[config.mk]
export PLATFORM = sky130hd
export DESIGN_NAME = drac_controller
export DESIGN_NICKNAME = d
export VERILOG_FILES = /design/src/hdl/drac_controller.v
export VERILOG_INCLUDE_DIRS = /design/src /design/src/hdl
export SDC_FILE = /design/constraint.sdc
export NUM_CORES = 1
export LEC_CHECK = 0
export BUFFER_PORTS_ARGS = -buffer_cell sky130_fd_sc_hd__buf_4
export CORE_MARGIN = 2
export CORE_UTILIZATION = 38
export CTS_BUF_LIST = sky130_fd_sc_hd__clkbuf_8
export DETAILED_ROUTE_END_ITERATION = 8
export PLACE_DENSITY = 0.55
export REMOVE_ABC_BUFFERS = 1
export SYNTH_ARGS = -nofsm -noshare
export SYNTH_HDL_FRONTEND = slang
export SYNTH_SLANG_ARGS = --single-unit
[constraint.sdc]
create_clock -name i_core_clk -period 1.9 [get_ports i_core_clk]
set_input_delay 0.095 -clock i_core_clk [delete_from_list [all_inputs] [get_ports i_core_clk]]
set_output_delay 0.095 -clock i_core_clk [all_outputs]
set_load 0.02 [all_outputs]
[src/hdl/drac_consts.vh]
/*
  Constants for the dynamic RAM refresh arbiter controller: timing counts
  and address widths.
  Assumes a 40 MHz core clock (25 ns period).
*/
`ifndef DRAC_CONSTS_VH
`define DRAC_CONSTS_VH

// ==========================================================================
// Clock and refresh timing
// ==========================================================================
`define DRAC_CLK_PERIOD_PS 25000
`define DRAC_REF_INTERVAL_NS 12800
`define DRAC_REF_CYCLES ((`DRAC_REF_INTERVAL_NS * 1000) / `DRAC_CLK_PERIOD_PS)
`define DRAC_TMR_W 10
`define DRAC_TMR_TC 10'h1FF

// ==========================================================================
// Cycle sequencing (counts in core clocks)
// ==========================================================================
`define DRAC_T_RAS_TO_COL 3'h1
`define DRAC_T_COL_TO_CAS 3'h1
`define DRAC_T_CAS_TO_TRANSFER_DONE_ACK 3'h2
`define DRAC_T_REF_RAS 3'h4
`define DRAC_T_PRECHARGE 3'h2
`define DRAC_SEQ_W 3

// ==========================================================================
// Widths
// ==========================================================================
`define DRAC_ADDR_W 8
`define DRAC_ROWCNT_W 8
`define DRAC_ADDR_LOW_W 7

`endif

[src/hdl/drac_controller.v]
/*
  Dynamic RAM controller core: arbitration of read, write and refresh,
  refresh interval timer, refresh row counter, address multiplexer and
  strobe sequencing for two banks.
  Assumes requests are asynchronous to i_core_clk; the core clock is the
  oscillator output selected by the clock strap outside this module.
*/
`timescale 1ns/1ps
`include "drac_consts.vh"

module drac_controller
(
  input wire i_core_clk,
  input wire i_rstn,
  input wire i_read_reqn,
  input wire i_write_reqn,
  input wire i_protected_selectn,
  input wire i_ext_refresh_req,
  input wire i_adv_read_mode,
  input wire i_addr_latch_en,
  input wire i_read_status_line,
  input wire i_bank_select,
  input wire [`DRAC_ADDR_W-1:0] i_row_addr_in,
  input wire [`DRAC_ADDR_W-1:0] i_col_addr_in,
  output reg [`DRAC_ADDR_W-1:0] o_dram_addrn,
  output reg o_ras0n,
  output reg o_ras1n,
  output reg o_casn,
  output reg o_wen,
  output reg o_early_access_ackn,
  output reg o_transfer_done_ackn
);

  // ========================================================================
  // State codes
  // ========================================================================
  localparam ST_IDLE = 3'h0;
  localparam ST_ROW = 3'h1;
  localparam ST_COLA = 3'h2;
  localparam ST_CAS = 3'h3;
  localparam ST_TRANSFER_DONE_ACK = 3'h4;
  localparam ST_REF = 3'h5;
  localparam ST_PRE = 3'h6;

  // ========================================================================
  // Synchronisers
  // ========================================================================
  reg [1:0] rd_sync_reg;
  reg [1:0] wr_sync_reg;
  reg [1:0] cs_sync_reg;
  reg [1:0] ale_sync_reg;
  reg [1:0] st_sync_reg;
  reg [1:0] eref_sync_reg;
  reg eref_latch_reg;
  reg ale_prev_reg;
  reg adv_rd_pend_reg;
  reg [2:0] state_reg;
  reg [`DRAC_SEQ_W-1:0] seq_reg;
  reg [`DRAC_TMR_W-1:0] tmr_reg;
  reg [`DRAC_ROWCNT_W-1:0] rowcnt_reg;
  reg iref_pend_reg;
  reg dly_ack_reg;
  reg is_write_reg;
  reg bank_reg;
  reg ref_done;
  reg ref_cyc_reg;

  wire rd_req;
  wire wr_req;
  wire selected;
  wire ale_fall;
  wire mem_req;
  wire ref_req;
  wire eref_pin;

  // Advanced-read strap blocks external refresh
  assign eref_pin = eref_sync_reg[1] & ~i_adv_read_mode;

  // Two flops for each request; the refresh latch adds a third for external refresh
  always @(posedge i_core_clk or negedge i_rstn)
  begin
    if (!i_rstn)
    begin
      rd_sync_reg <= 2'h0;
      wr_sync_reg <= 2'h0;
      cs_sync_reg <= 2'h0;
      ale_sync_reg <= 2'h0;
      st_sync_reg <= 2'h0;
      eref_sync_reg <= 2'h0;
      ale_prev_reg <= 1'b0;
    end
    else
    begin
      rd_sync_reg <= {rd_sync_reg[0], ~i_read_reqn};
      wr_sync_reg <= {wr_sync_reg[0], ~i_write_reqn};
      cs_sync_reg <= {cs_sync_reg[0], ~i_protected_selectn};
      ale_sync_reg <= {ale_sync_reg[0], i_addr_latch_en};
      st_sync_reg <= {st_sync_reg[0], i_read_status_line};
      eref_sync_reg <= {eref_sync_reg[0], i_ext_refresh_req};
      ale_prev_reg <= ale_sync_reg[1];
    end
  end

  // Latch enable falling edge starts an advanced read
  assign ale_fall = ale_prev_reg & ~ale_sync_reg[1];

  // Read source depends on read mode strap
  assign rd_req = i_adv_read_mode ? adv_rd_pend_reg : rd_sync_reg[1];
  assign wr_req = wr_sync_reg[1];
  assign selected = cs_sync_reg[1];
  assign mem_req = selected & (rd_req | wr_req);
  assign ref_req = iref_pend_reg | eref_latch_reg;

  // ========================================================================
  // External refresh latch and advanced read pending flag
  // ========================================================================
  always @(posedge i_core_clk or negedge i_rstn)
  begin
    if (!i_rstn)
    begin
      eref_latch_reg <= 1'b0;
      adv_rd_pend_reg <= 1'b0;
    end
    else
    begin
      // Held request wins over the clear, so the latch stays set
      if (eref_pin)
        eref_latch_reg <= 1'b1;
      else if (ref_done)
        eref_latch_reg <= 1'b0;
      // Latch pulse ignored while status is low
      if (ale_fall & st_sync_reg[1])
        adv_rd_pend_reg <= 1'b1;
      else if (state_reg == ST_TRANSFER_DONE_ACK && !is_write_reg)
        adv_rd_pend_reg <= 1'b0;
    end
  end

  // ========================================================================
  // Refresh interval timer and row counter
  // ========================================================================
  always @(posedge i_core_clk or negedge i_rstn)
  begin
    if (!i_rstn)
    begin
      tmr_reg <= {`DRAC_TMR_W{1'b0}};
      iref_pend_reg <= 1'b0;
      rowcnt_reg <= {`DRAC_ROWCNT_W{1'b0}};
    end
    else
    begin
      if (ref_done)
      begin
        tmr_reg <= {`DRAC_TMR_W{1'b0}};
        iref_pend_reg <= 1'b0;
        rowcnt_reg <= rowcnt_reg + 8'h01;
      end
      else if (eref_latch_reg)
        tmr_reg <= {`DRAC_TMR_W{1'b0}};
      else if (tmr_reg == `DRAC_TMR_TC)
        iref_pend_reg <= 1'b1;
      else
        tmr_reg <= tmr_reg + 10'h001;
    end
  end

  // ========================================================================
  // Arbiter and cycle sequencer
  // ========================================================================
  always @*
  begin
    ref_done = (state_reg == ST_REF) && (seq_reg == `DRAC_T_REF_RAS);
  end

  always @(posedge i_core_clk or negedge i_rstn)
  begin
    if (!i_rstn)
    begin
      state_reg <= ST_IDLE;
      seq_reg <= {`DRAC_SEQ_W{1'b0}};
      dly_ack_reg <= 1'b0;
      is_write_reg <= 1'b0;
      bank_reg <= 1'b0;
      ref_cyc_reg <= 1'b0;
    end
    else
    begin
      seq_reg <= seq_reg + 3'h1;
      // Request seen while refreshing delays the early ack
      if ((state_reg == ST_REF || (state_reg == ST_PRE && ref_cyc_reg)) && mem_req)
        dly_ack_reg <= 1'b1;
      case (state_reg)
        ST_IDLE:
        begin
          seq_reg <= {`DRAC_SEQ_W{1'b0}};
          // After a refresh a waiting access goes first, so refresh cannot lock it out
          if (ref_req && !(mem_req && ref_cyc_reg))
          begin
            state_reg <= ST_REF;
            ref_cyc_reg <= 1'b1;
          end
          else if (mem_req)
          begin
            state_reg <= ST_ROW;
            ref_cyc_reg <= 1'b0;
            is_write_reg <= wr_req;
            bank_reg <= i_bank_select;
          end
        end
        ST_ROW:
          if (seq_reg == `DRAC_T_RAS_TO_COL)
          begin
            state_reg <= ST_COLA;
            seq_reg <= {`DRAC_SEQ_W{1'b0}};
          end
        ST_COLA:
          if (seq_reg == `DRAC_T_COL_TO_CAS)
          begin
            state_reg <= ST_CAS;
            seq_reg <= {`DRAC_SEQ_W{1'b0}};
          end
        ST_CAS:
          if (seq_reg == `DRAC_T_CAS_TO_TRANSFER_DONE_ACK)
          begin
            state_reg <= ST_TRANSFER_DONE_ACK;
            seq_reg <= {`DRAC_SEQ_W{1'b0}};
          end
        ST_TRANSFER_DONE_ACK:
        begin
          state_reg <= ST_PRE;
          seq_reg <= {`DRAC_SEQ_W{1'b0}};
          if (!is_write_reg)
            dly_ack_reg <= 1'b0;
        end
        ST_REF:
          if (ref_done)
          begin
            state_reg <= ST_PRE;
            seq_reg <= {`DRAC_SEQ_W{1'b0}};
          end
        ST_PRE:
          if (seq_reg == `DRAC_T_PRECHARGE)
            state_reg <= ST_IDLE;
        default:
          state_reg <= ST_IDLE;
      endcase
    end
  end

  // ========================================================================
  // Registered DRAM strobes, address and acknowledges
  // ========================================================================
  always @(posedge i_core_clk or negedge i_rstn)
  begin
    if (!i_rstn)
    begin
      o_dram_addrn <= {`DRAC_ADDR_W{1'b1}};
      o_ras0n <= 1'b1;
      o_ras1n <= 1'b1;
      o_casn <= 1'b1;
      o_wen <= 1'b1;
      o_early_access_ackn <= 1'b1;
      o_transfer_done_ackn <= 1'b1;
    end
    else
    begin
      // Inverted address source selection
      if (state_reg == ST_REF)
        o_dram_addrn <= ~rowcnt_reg;
      else if (state_reg == ST_COLA || state_reg == ST_CAS || state_reg == ST_TRANSFER_DONE_ACK)
        o_dram_addrn <= ~{1'b0, i_col_addr_in[`DRAC_ADDR_LOW_W-1:0]};
      else
        o_dram_addrn <= ~{1'b0, i_row_addr_in[`DRAC_ADDR_LOW_W-1:0]};
      // Refresh fires both banks; access fires the selected one
      o_ras0n <= ~((state_reg == ST_REF) ||
        ((state_reg >= ST_ROW && state_reg <= ST_TRANSFER_DONE_ACK) && !bank_reg));
      o_ras1n <= ~((state_reg == ST_REF) ||
        ((state_reg >= ST_ROW && state_reg <= ST_TRANSFER_DONE_ACK) && bank_reg));
      o_casn <= ~(state_reg == ST_CAS || state_reg == ST_TRANSFER_DONE_ACK);
      // Write strobe leads column strobe by two clocks
      o_wen <= ~(is_write_reg && (state_reg == ST_COLA || state_reg == ST_CAS ||
        state_reg == ST_TRANSFER_DONE_ACK));
      o_transfer_done_ackn <= ~(state_reg == ST_TRANSFER_DONE_ACK);
      // Early ack at row strobe, or with transfer ack when delayed
      if (state_reg == ST_ROW && seq_reg == 3'h0)
        o_early_access_ackn <= dly_ack_reg;
      else if (state_reg == ST_TRANSFER_DONE_ACK)
        o_early_access_ackn <= 1'b0;
      else if (state_reg == ST_PRE || state_reg == ST_IDLE || state_reg == ST_REF)
        o_early_access_ackn <= 1'b1;
    end
  end

endmodule // drac_controller

* Yosys cells after proc, flatten, opt, wreduce, memory -nomap -nowiden *
Cells that the tools add are included.

storage, ports and cells
  bits in registers = 58
  bits in latches = 0
  RAM bits = 0
  memory bits (read-only) = 0
  bits of input ports = 26
  output and inout bits = 14
  word-level logic and storage cells = 136
  memories kept = 0

cells by class
  add/subtract/negate cells = 3
  $mul = 0
  div/mod/pow operators = 0
  $lt $le $gt $ge = 2
  equal/unequal tests = 18
  shift-type cells = 0
  mux-type cells = 33
  bitwise logic cells = 20
  reductions and logical operators = 35

operators by type and width
  kind                                                                    count
  10-bit two-way mux                                                      3
  3-bit two-way mux                                                       10
  3-bit case mux with 7 select lines                                      1
  1-bit two-way mux                                                       16
  8-bit two-way mux                                                       2
  7-bit NOT with 8-bit output                                             2
  3-bit equality test, second input constant                              4
  3-bit case mux with 4 select lines                                      1
  1-bit logical AND                                                       11
  1-bit NOT                                                               11
  10-bit by 1-bit adder with 10-bit output, second input constant         1
  10-bit by 9-bit equality test with 1-bit output, second input constant  1
  2-bit inequality test, second input constant                            5
  3-bit by 2-bit equality test with 1-bit output, second input constant   3
  8-bit by 1-bit adder with 8-bit output, second input constant           1
  1-bit logical OR                                                        8
  8-bit NOT                                                               1
  2-bit nonzero test                                                      4
  3-bit by 1-bit equality test with 1-bit output, second input constant   2
  3-bit logical NOT                                                       2
  3-bit inequality test, second input constant                            2
  6-bit AND reduction                                                     1
  1-bit bitwise AND                                                       4
  2-bit AND reduction                                                     2
  9 further kinds                                                         13

* Longest topological paths before layout *
Gate-level depths: netlist of run 1.

  depth in word-level cells = 8
  mapped depth = 8
  depth with buffers taken out = 7

* Worst setup path after synthesis of run 1 *
No wires, ideal clock.

  kind = register to register
  from = register seq_reg[0]
  to = register state_reg[0]
  setup time = 0.127 ns
  data arrival time = 1.826 ns
  data required time = 1.773 ns
  path slack = -0.053 ns
  cell stages (with the launch flop) = 9
  buffers on the path = 1
  period minus slack after synthesis = 1.953 ns
  cell sequence = dfrtp_1 -> inv_1 -> ha_1 -> nor2b_2 -> and3_1 -> or4_1 -> buf_2 -> nand3_2 -> mux2_1

between the ends
  cells in the longest elaborated chain, start to end = 4
  elaborated cells on any way between the ends = 10
  those cells by class = eq/ne: 8; reduce/logical: 2

RTL lines
  item                               line                   RTL
  from (decl)                        drac_controller.v:58   reg [`DRAC_SEQ_W-1:0] seq_reg;
  from (signal assigned)             drac_controller.v:180  seq_reg <= {`DRAC_SEQ_W{1'b0}};
  from (signal assigned)             drac_controller.v:188  seq_reg <= seq_reg + 3'h1;
  from (signal assigned)             drac_controller.v:195  seq_reg <= {`DRAC_SEQ_W{1'b0}};
  3-bit equality test (no line)      --
  1-bit logical AND                  drac_controller.v:172  ref_done = (state_reg == ST_REF) && (seq_reg == `DRAC_T_REF_RAS);
  2-bit inequality test (no line)    --
  6-bit AND reduction (no line) (*)  --
  to (signal assigned)               drac_controller.v:179  state_reg <= ST_IDLE;
  to (signal assigned)               drac_controller.v:199  state_reg <= ST_REF;
  to (signal assigned)               drac_controller.v:204  state_reg <= ST_ROW;
  to (decl)                          drac_controller.v:57   reg [2:0] state_reg;

Mark *: on every way between the ends. The rest lies on a longest branch, timed or not.
A chain may end at the register's enable or synchronous reset.

* Worst setup path in the final report of run 1 *
  from = register seq_reg[1]
  to = register state_reg[0]

Same word-level chain as after synthesis.

==> flow_summary.ini, run 1 <==
[final_layout]
drive_gt1_share_pct = 31.4
final_nets = 345
largest_register_ffs = 10
fillers = 650
syn_to_final_growth_pct = 27.7
antennaDiodeCount = 0

[setup_path]
worst_ep_required_time_ps = 2120
critPathKind = reg2reg
path_cells = ha_2, nor2b_4, and3_1, or4_4, nand3_2, mux2_4
worstPathArrival_ps = 2050
cpMaxStageDelayCell = or4_4
cpPeakStageDelay_ps = 420
startpoint_type = flop
worstPathMaxFanout = 3
endpoint_kind = flop

[timing]
setup_viol = 0
tightest_slew_ps = 722
timing.hold.ws_ps = 26.7
max_freq_mhz = 545
slew_violations = 0
clock_skew_ps = 7.08
min_period_ps = 1840
slew_headroom_pct = 51.9
grt_setup_unrepaired = false
hold_violations = 0
tns_ps = 0
period_share_pct = 96.6

[yosys]
ys_types = 43
synth_edf_count = 0
ys_ff_latch = 58
synth-seq-area-share_pct = 54.1
syn_area_per_cell_um2 = 10.6
synth-main-ff-cell = dfrtp_1
netlist_instances = 256
syn_area_um2 = 2720
yosys_warnings = 0
async_reset_ff_share_pct = 100

[power_and_ir_drop]
p_per_area_nw_per_um2 = 1440
vdd_drop_max_uv = 700
total_leakage_power_nw = 1.55
power_w = 0.00500

[die]
dieArea_um2 = 7840
die_w_um = 88.6
initial_core_util_pct = 39.6
ios = 40
rows = 30
die_h_um = 88.6
core_area_um2 = 6870

[global_route]
track_usage_pct = 14.8
grt_max_degree = 59
antenna_found_initial = 0
grt_pass1_wl_um = 8810
grt_pass1_vias = 1910
overflow = 0

[place]
globalplace.congestion = 0.807
port-buffer-count = 37
hpwl_um = 3580

[routing]
via_per_inst = 4.87
vias = 2016
wl_per_cell_um = 12.2
first_pass_iters = 4
dr.first_iter.drc_count = 76
antenna_left = 0
drc = 0
routed_wl_um = 5050

[run]
drv_cap = 0

[clock_network]
clkLatencyLatePin_ps = 340
cts_root_buffer = clkbuf_8
clkSinkCount = 58
cts_tree = done
htree_levels = 3
clkTransAtPathRegs_ps = 70
clock_path_buffers = 2
numCtsBuffers = 9
postCtsSetupBuffers = 0

[hold_path]
hold_class = in2reg

[status]
status = finished, final reports clean
layout make-up:
type | instances | area [µm²] | area share, %
clock buffer | 9 | 124 | 3.57
multi-input combinational | 172 | 1140 | 32.9
timing repair buffer | 59 | 465 | 13.4
inverter | 13 | 48.8 | 1.41
tap | 96 | 120 | 3.46
sequential | 58 | 1470 | 42.3
clock inverter | 7 | 101 | 2.92
metrics by stage:
stage               util [%]  worst slack, ps  instances  cell area (µm²)
floorplan                  -             -139        243             2640
global placement        45.7             30.9        389             3140
detailed placement      45.7             1.22        389             3140
CTS                     50.3             26.9        414             3460
global route            50.5             15.7        414             3470
finish                  50.5             64.1        414             3470
Yosys cell counts, drive strengths merged (6+ instances only):
master  instances  area share (%)
nand2          16             2.2
dfstp          14              14
ha              6             2.8
xor2            7             2.3
mux2i           8             2.9
o21ai           9             1.7
inv            13             1.8
xnor2           6             1.9
mux2           12             5.0
nand3           8             1.7
nor2           34             4.7
nand4           6             1.4
a211oi          8             2.2
dfrtp          44              41
a21oi          15             2.8
buf             9             2.3
path summary, 6_finish.rpt:
kind                                  start              end  slack [ps]  cells past startpoint
hold reg to reg              cs_sync_reg[0]   cs_sync_reg[1]         350                      0
hold / removal             i_row_addr_in[5]  o_dram_addrn[5]          30                      3
max in group asynchronous            i_rstn   wr_sync_reg[1]        1060                      2
setup reg to reg                 seq_reg[1]     state_reg[0]          60                      6
setup / recovery                 seq_reg[1]     state_reg[0]          60                      6
min in group asynchronous            i_rstn    rowcnt_reg[5]         350                      2
worst max-delay path, delay by kind of cell, from the launching register on:
family | cells | cell delay [ps]
AND/OR/NAND/NOR | 4 | 820
flip-flops | 1 | 410
multiplexers | 1 | 300
adder cells (fa/ha/maj) | 1 | 190
cell families after synthesis:
| logic type | count (synthesis) | synth area share [%] |
|---|---|---|
| and+or+nand+nor | 85 | 15.4 |
| DFF | 58 | 54.1 |
| AOI/OAI and AO/OA | 48 | 11.1 |
| buffers and inverters | 26 | 4.60 |
| muxes | 20 | 7.92 |
| xor gates and xnor gates | 13 | 4.19 |
| adders and majority gates | 6 | 2.76 |
placed cells by master (no fill, tap or decap), types with 3 or more instances in the layout:
master         count
dfrtp_1           44
a211oi_1           8
dfstp_2           14
a31oi_1            3
inv_1             12
xnor2_1            6
mux2_2            11
nor3_1             3
a21oi_1           15
dlygate4sd3_1      9
mux2i_1            8
nand4_1            6
and3_1             3
nand2b_1           4
buf_4             50
nor2_1            34
nand2_1           16
nand3_1            7
ha_1               4
xor2_1             7
clkbuf_8           9
o21ai_0            9
o22ai_1            3
metal layers:
metal  GRT usage [%]  up-vias  routed length (µm)
met3            3.64        8                 203
met2            21.7       41                2180
met5               0        -                   0
li1                -     1000                   -
met4            7.44        0                  99
met1            20.5      967                2560
report_power, final:
group | internal [W] | leakage [nW] | total, W | switching, W
Sequential | 0.00161 | 0.702 | 0.00184 | 0.000236
Clock | 0.000749 | 0.106 | 0.00128 | 0.000530
Combinational | 0.000925 | 0.744 | 0.00188 | 0.000956
repair_timing:
action	4_1_cts	5_1_grt
endpoints found under the setup margin	1	1
resized for setup	2	4
endpoints found under the hold margin	52	0
hold buffers	9	0
Note: power is estimated with default switching activity, not from simulation.
==> inputs of run 2 (changes only) <==
- BUFFER_PORTS_ARGS: -buffer_cell sky130_fd_sc_hd__buf_4 -> -buffer_cell sky130_fd_sc_hd__buf_2
==> run 2 against run 1 <==
Hold slack improved by 9.3 ps. Wire length rose by 3.0%. Non-clock buffer count decreased by 1. Sequential power hardly changed. Setup slack improved by 17 ps. Clock skew down 1.4 ps. Core utilization down 1.0 points. Total power shrank 1.5%. Global-route usage up 0.23 points. Critical path type unchanged. Largest cell class unchanged.
==> flow_summary.ini, run 2 (synthesis gave the netlist of run 1 again) <==
[hold_path]
holdPathEnd = o_dram_addrn[1]
hold_class = in2reg
hold_depth = 3
hold_start = i_row_addr_in[1]

[setup_path]
worstPathArrival_ps = 2040
ff2ff_path_depth = 7
r2r-end = state_reg[0]
endpoint_kind = flop
r2r_setup_slack_ps = 80
worstPathMaxFanout = 3
worst_ep_required_time_ps = 2130
critPathKind = reg2reg
startpoint_type = flop
reg2reg_from = seq_reg[0]

[routing]
drc = 0
first_pass_iters = 4
via_per_inst = 4.87
routed_wl_um = 5200
dr.first_iter.drc_count = 126
wl_per_cell_um = 12.6
antenna_left = 0
vias = 2010

[die]
core_area_um2 = 6870
rows = 30
ios = 40
initial_core_util_pct = 39.6
dieArea_um2 = 7840
die_w_um = 88.6
die_h_um = 88.6

[power_and_ir_drop]
total_leakage_power_nw = 1.52
vdd_drop_max_uv = 640
p_per_area_nw_per_um2 = 1450

[timing]
hold_violations = 0
slew_violations = 0
tns_ps = 0
slew_headroom_pct = 71.5
min_period_ps = 1820
max_freq_mhz = 550
tightest_slew_ps = 427
grt_setup_unrepaired = false
period_share_pct = 95.7
setup_viol = 0
clock_skew_ps = 5.71

[final_layout]
mostFrequentLayoutCell = dfrtp_1
antennaDiodeCount = 0
drive_gt1_share_pct = 31.5
final_cell_mix = dfrtp_1 (44), buf_2 (37), nor2_1 (34)
largest_register_ffs = 10
syn_to_final_growth_pct = 25.0
final_nets = 344
instances_no_fill = 413
stdcell_area_um2 = 3400
fillers = 640

[global_route]
track_usage_pct = 15.0
overflow = 0
grt_max_degree = 59
antenna_found_initial = 0
grt_pass1_wl_um = 8890
grt_pass1_vias = 1941

[place]
globalplace.congestion = 0.758
hpwl_um = 3570
place_inst = 388
port-buffer-count = 37
postPlaceCellArea_um2 = 3050

[clock_network]
clkLatencyLatePin_ps = 340
cts_tree = done
clkTransAtPathRegs_ps = 70
cts_root_buffer = clkbuf_8
htree_levels = 3
numCtsBuffers = 9
clock_path_buffers = 2
clkSinkCount = 58

[run]
drv_cap = 0

[status]
status = finished, final reports clean
## run 2: worst max path at each step
stage / startpoint / to / slack (ps)
floorplan: state_reg[1] / state_reg[0] / -140
detailed placement: seq_reg[0] / state_reg[0] / -20
finish: seq_reg[0] / state_reg[0] / 80
global route: seq_reg[0] / state_reg[0] / 7
CTS: seq_reg[0] / state_reg[0] / 20
global placement: seq_reg[0] / state_reg[0] / 30
## run 2: metal layers
layer  up-vias  wire length, µm  GRT usage, %
li1       1002                -             -
met2        48             2200          22.6
met3        11              228          3.26
met1       949             2640          20.5
met5         -                0             0
met4         0              131          7.85
## run 2: cell type report
type	instances	area, µm²	area share [%]
flip-flops and latches	58	1470	43.2
inverters	13	48.8	1.44
multi-input cells	172	1160	34.1
repair buffers	58	378	11.1
clock inverters	7	101	2.98
clock buffers	9	124	3.65
well taps	96	120	3.53
## run 2: repair_timing
item	4_1_cts	5_1_grt
setup buffers	0	0
gates cloned	0	0
hold endpoints to repair	52	0
hold buffers	9	0
setup endpoints to repair	1	5
pin swaps	0	0
gates resized for setup	2	7
## run 2: stage by stage
stage	utilization (%)	setup WS, ps	power [W]	hold WS [ps]
final	49.5	81.4	0.00493	36.1
after global routing	49.5	6.55	0.00527	48.5
after CTS	49.1	19.7	0.00491	23.6
after detailed placement	44.4	-22.5	0.00358	124
after global placement	44.4	30.3	0.00354	121
after floorplan	-	-139	0.00297	-201
## run 2: worst max-delay path, stage by stage (launching register included)
cell	delay [ps]
dfrtp_1	380
inv_2	70
ha_4	160
nor2b_4	120
and3_1	190
or4_4	420
nand3_2	80
mux2_4	290
## run 2: power by group
group | switching, W | internal, W | total, W
sequential | 0.000247 | 0.00160 | 0.00185
combinational | 0.000967 | 0.000827 | 0.00179
clock | 0.000533 | 0.000749 | 0.00128
total | 0.00175 | 0.00318 | 0.00493
==> inputs of run 3 (changes only) <==
--- a/config.mk
+++ b/config.mk
@@ -8,2 +8,3 @@
 export LEC_CHECK = 0
+export ABC_AREA = 0
 export BUFFER_PORTS_ARGS = -buffer_cell sky130_fd_sc_hd__buf_2
@@ -13,3 +14,3 @@
 export DETAILED_ROUTE_END_ITERATION = 8
-export PLACE_DENSITY = 0.55
+export PLACE_DENSITY = 0.69
 export REMOVE_ABC_BUFFERS = 1
--- a/constraint.sdc
+++ b/constraint.sdc
@@ -3,2 +3,2 @@
 set_output_delay 0.095 -clock i_core_clk [all_outputs]
-set_load 0.02 [all_outputs]
+set_load 0.01 [all_outputs]
==> run 3 against run 2 <==
Clock power is 12% lower. Sequential power about the same. Cell count grew 0.48%. Register-to-register slack is essentially flat. Wire length increased by 0.54%. Non-clock buffer count up 2. Clock-buffer cell count increased by 1. Sequential cell count did not move. Sequential share of layout area rose by 0.58 points. Die area unchanged. Critical path depth shrank 1. Cell area shrank 1.3%.
==> flow_summary.ini, run 3 (synthesis gave the netlist of run 1 again) <==
[final_layout]
antennaDiodeCount = 0
final_nets = 346
mostFrequentLayoutCell = dfrtp_1
seqCellArea_um2 = 1470
fillers = 620
largest_register_ffs = 10
multi_input_area_um2 = 1140
syn_to_final_growth_pct = 23.4
final_cell_mix = dfrtp_1 (44), buf_2 (37), nor2_1 (34)
drive_gt1_share_pct = 31.0

[power_and_ir_drop]
p_per_area_nw_per_um2 = 1390
power_w = 0.00466
vdd_drop_max_uv = 624
total_leakage_power_nw = 1.51

[setup_path]
path_cells = ha_2, nor2b_4, and3_1, or4_4, nand3_2, mux2_4
ff2ff_path_depth = 6
crit_family = simple AND/OR/NAND/NOR gates
crit_buf_inv = 0
worstPathArrival_ps = 2050
worst_ep_required_time_ps = 2130
critPathKind = reg2reg
r2r-end = state_reg[0]
startpoint_type = flop
critical_path.endpoint = state_reg[0]
reg2reg_from = seq_reg[1]
r2r_setup_slack_ps = 80
cpPeakStageDelay_ps = 420
cpMaxStageDelayCell = or4_4
worstPathMaxFanout = 3
critPathLaunch = seq_reg[1]
endpoint_kind = flop
path_depth = 6

[die]
rows = 30
die_w_um = 88.6
dieArea_um2 = 7840
core_area_um2 = 6870
ios = 40
initial_core_util_pct = 39.6
die_h_um = 88.6

[clock_network]
clkTransAtPathRegs_ps = 70
htree_levels = 3
cts_tree = done
numCtsBuffers = 9
clock_path_buffers = 2
clkLatencyLatePin_ps = 340
clkSinkCount = 58
cts_root_buffer = clkbuf_8
postCtsSetupBuffers = 0

[routing]
via_per_inst = 4.83
first_pass_iters = 4
dr.first_iter.drc_count = 155
antenna_left = 0
vias = 2003
wl_per_cell_um = 12.6
routed_wl_um = 5230
drc = 0

[global_route]
overflow = 0
antenna_found_initial = 0
track_usage_pct = 15.5
grt_max_degree = 23
grt_pass1_wl_um = 9160
grt_pass1_vias = 2009

[timing]
slew_headroom_pct = 62.7
timing.hold.ws_ps = 28.4
max_freq_mhz = 550
grt_setup_unrepaired = false
tightest_slew_ps = 545
setup_viol = 0
slew_violations = 0
min_period_ps = 1820
period_share_pct = 95.7
hold_violations = 0
setup_ws_ps = 80.9
clock_skew_ps = 10.1

[place]
place_ws_ps = 11.0
globalplace.congestion = 0.784
port-buffer-count = 37
hpwl_um = 3660

[run]
drv_cap = 0

[hold_path]
hold_class = in2reg

[status]
status = finished, final reports clean
run 3: cell count changes in the layout (fill, tap and decap cells not counted), sizes merged:
cell,before,now
clkinv,1,2
clkbuf,9,10
buf,49,51
inv,15,14
bufinv,2,1
run 3: worst min-delay path: stages:
cell     delay, ps
buf_2           80
mux2_2         130
a21oi_1         60
run 3: repair_timing:
action,in CTS,in global routing
pin swaps,0,1
hold buffers,9,0
hold endpoints to repair,21,0
endpoints found under the setup margin,1,2
resized for setup,1,4
run 3: how the worst min path moves through the flow:
stage                     start               to  slack [ps]  depth (start not counted)
2_1_floorplan            i_rstn  adv_rd_pend_reg        -200                          0
3_3_place_gp             i_rstn       tmr_reg[4]          70                          1
3_5_place_dp             i_rstn       tmr_reg[4]          80                          1
4_1_cts        i_row_addr_in[0]  o_dram_addrn[0]           7                          3
5_1_grt        i_row_addr_in[6]  o_dram_addrn[6]          30                          3
6_report       i_col_addr_in[5]  o_dram_addrn[5]          30                          3
run 3: per-layer routing:
layer | part of all wire, % | up-vias | routed length [µm] | GRT usage, %
li1 | - | 1003 | - | -
met1 | 48 | 944 | 2510 | 20.1
met2 | 46 | 45 | 2390 | 24.3
met3 | 3.9 | 11 | 206 | 3.92
met4 | 2.4 | 0 | 124 | 7.44
met5 | 0 | - | 0 | 0
run 3: metrics by stage:
| step | util, % | instances | setup TNS, ps | instance area, µm² |
|---|---|---|---|---|
| final | 48.8 | 415 | 0 | 3350 |
| after global routing | 48.8 | 415 | 0 | 3350 |
| after CTS | 48.7 | 415 | 0 | 3340 |
| after detailed placement | 44.4 | 390 | 0 | 3050 |
| after global placement | 44.4 | 390 | 0 | 3050 |
| after floorplan | - | 243 | -139 | 2640 |
run 3: layout make-up:
cell class                      instances  area share (%)
Timing Repair Buffer                   60            11.3
Clock inverter                          6            1.75
Tap cell                               96            3.58
Multi-Input combinational cell        172            34.0
Clock buffer                           10            4.10
Inverter                               13            1.46
Sequential cell                        58            43.8
run 3: report_power, final:
| group | switching (W) | total [W] | leakage [nW] | internal (W) |
|---|---|---|---|---|
| Combinational | 0.000862 | 0.00169 | 0.713 | 0.000829 |
| Sequential | 0.000234 | 0.00184 | 0.702 | 0.00161 |
| Clock | 0.000498 | 0.00113 | 0.0995 | 0.000631 |
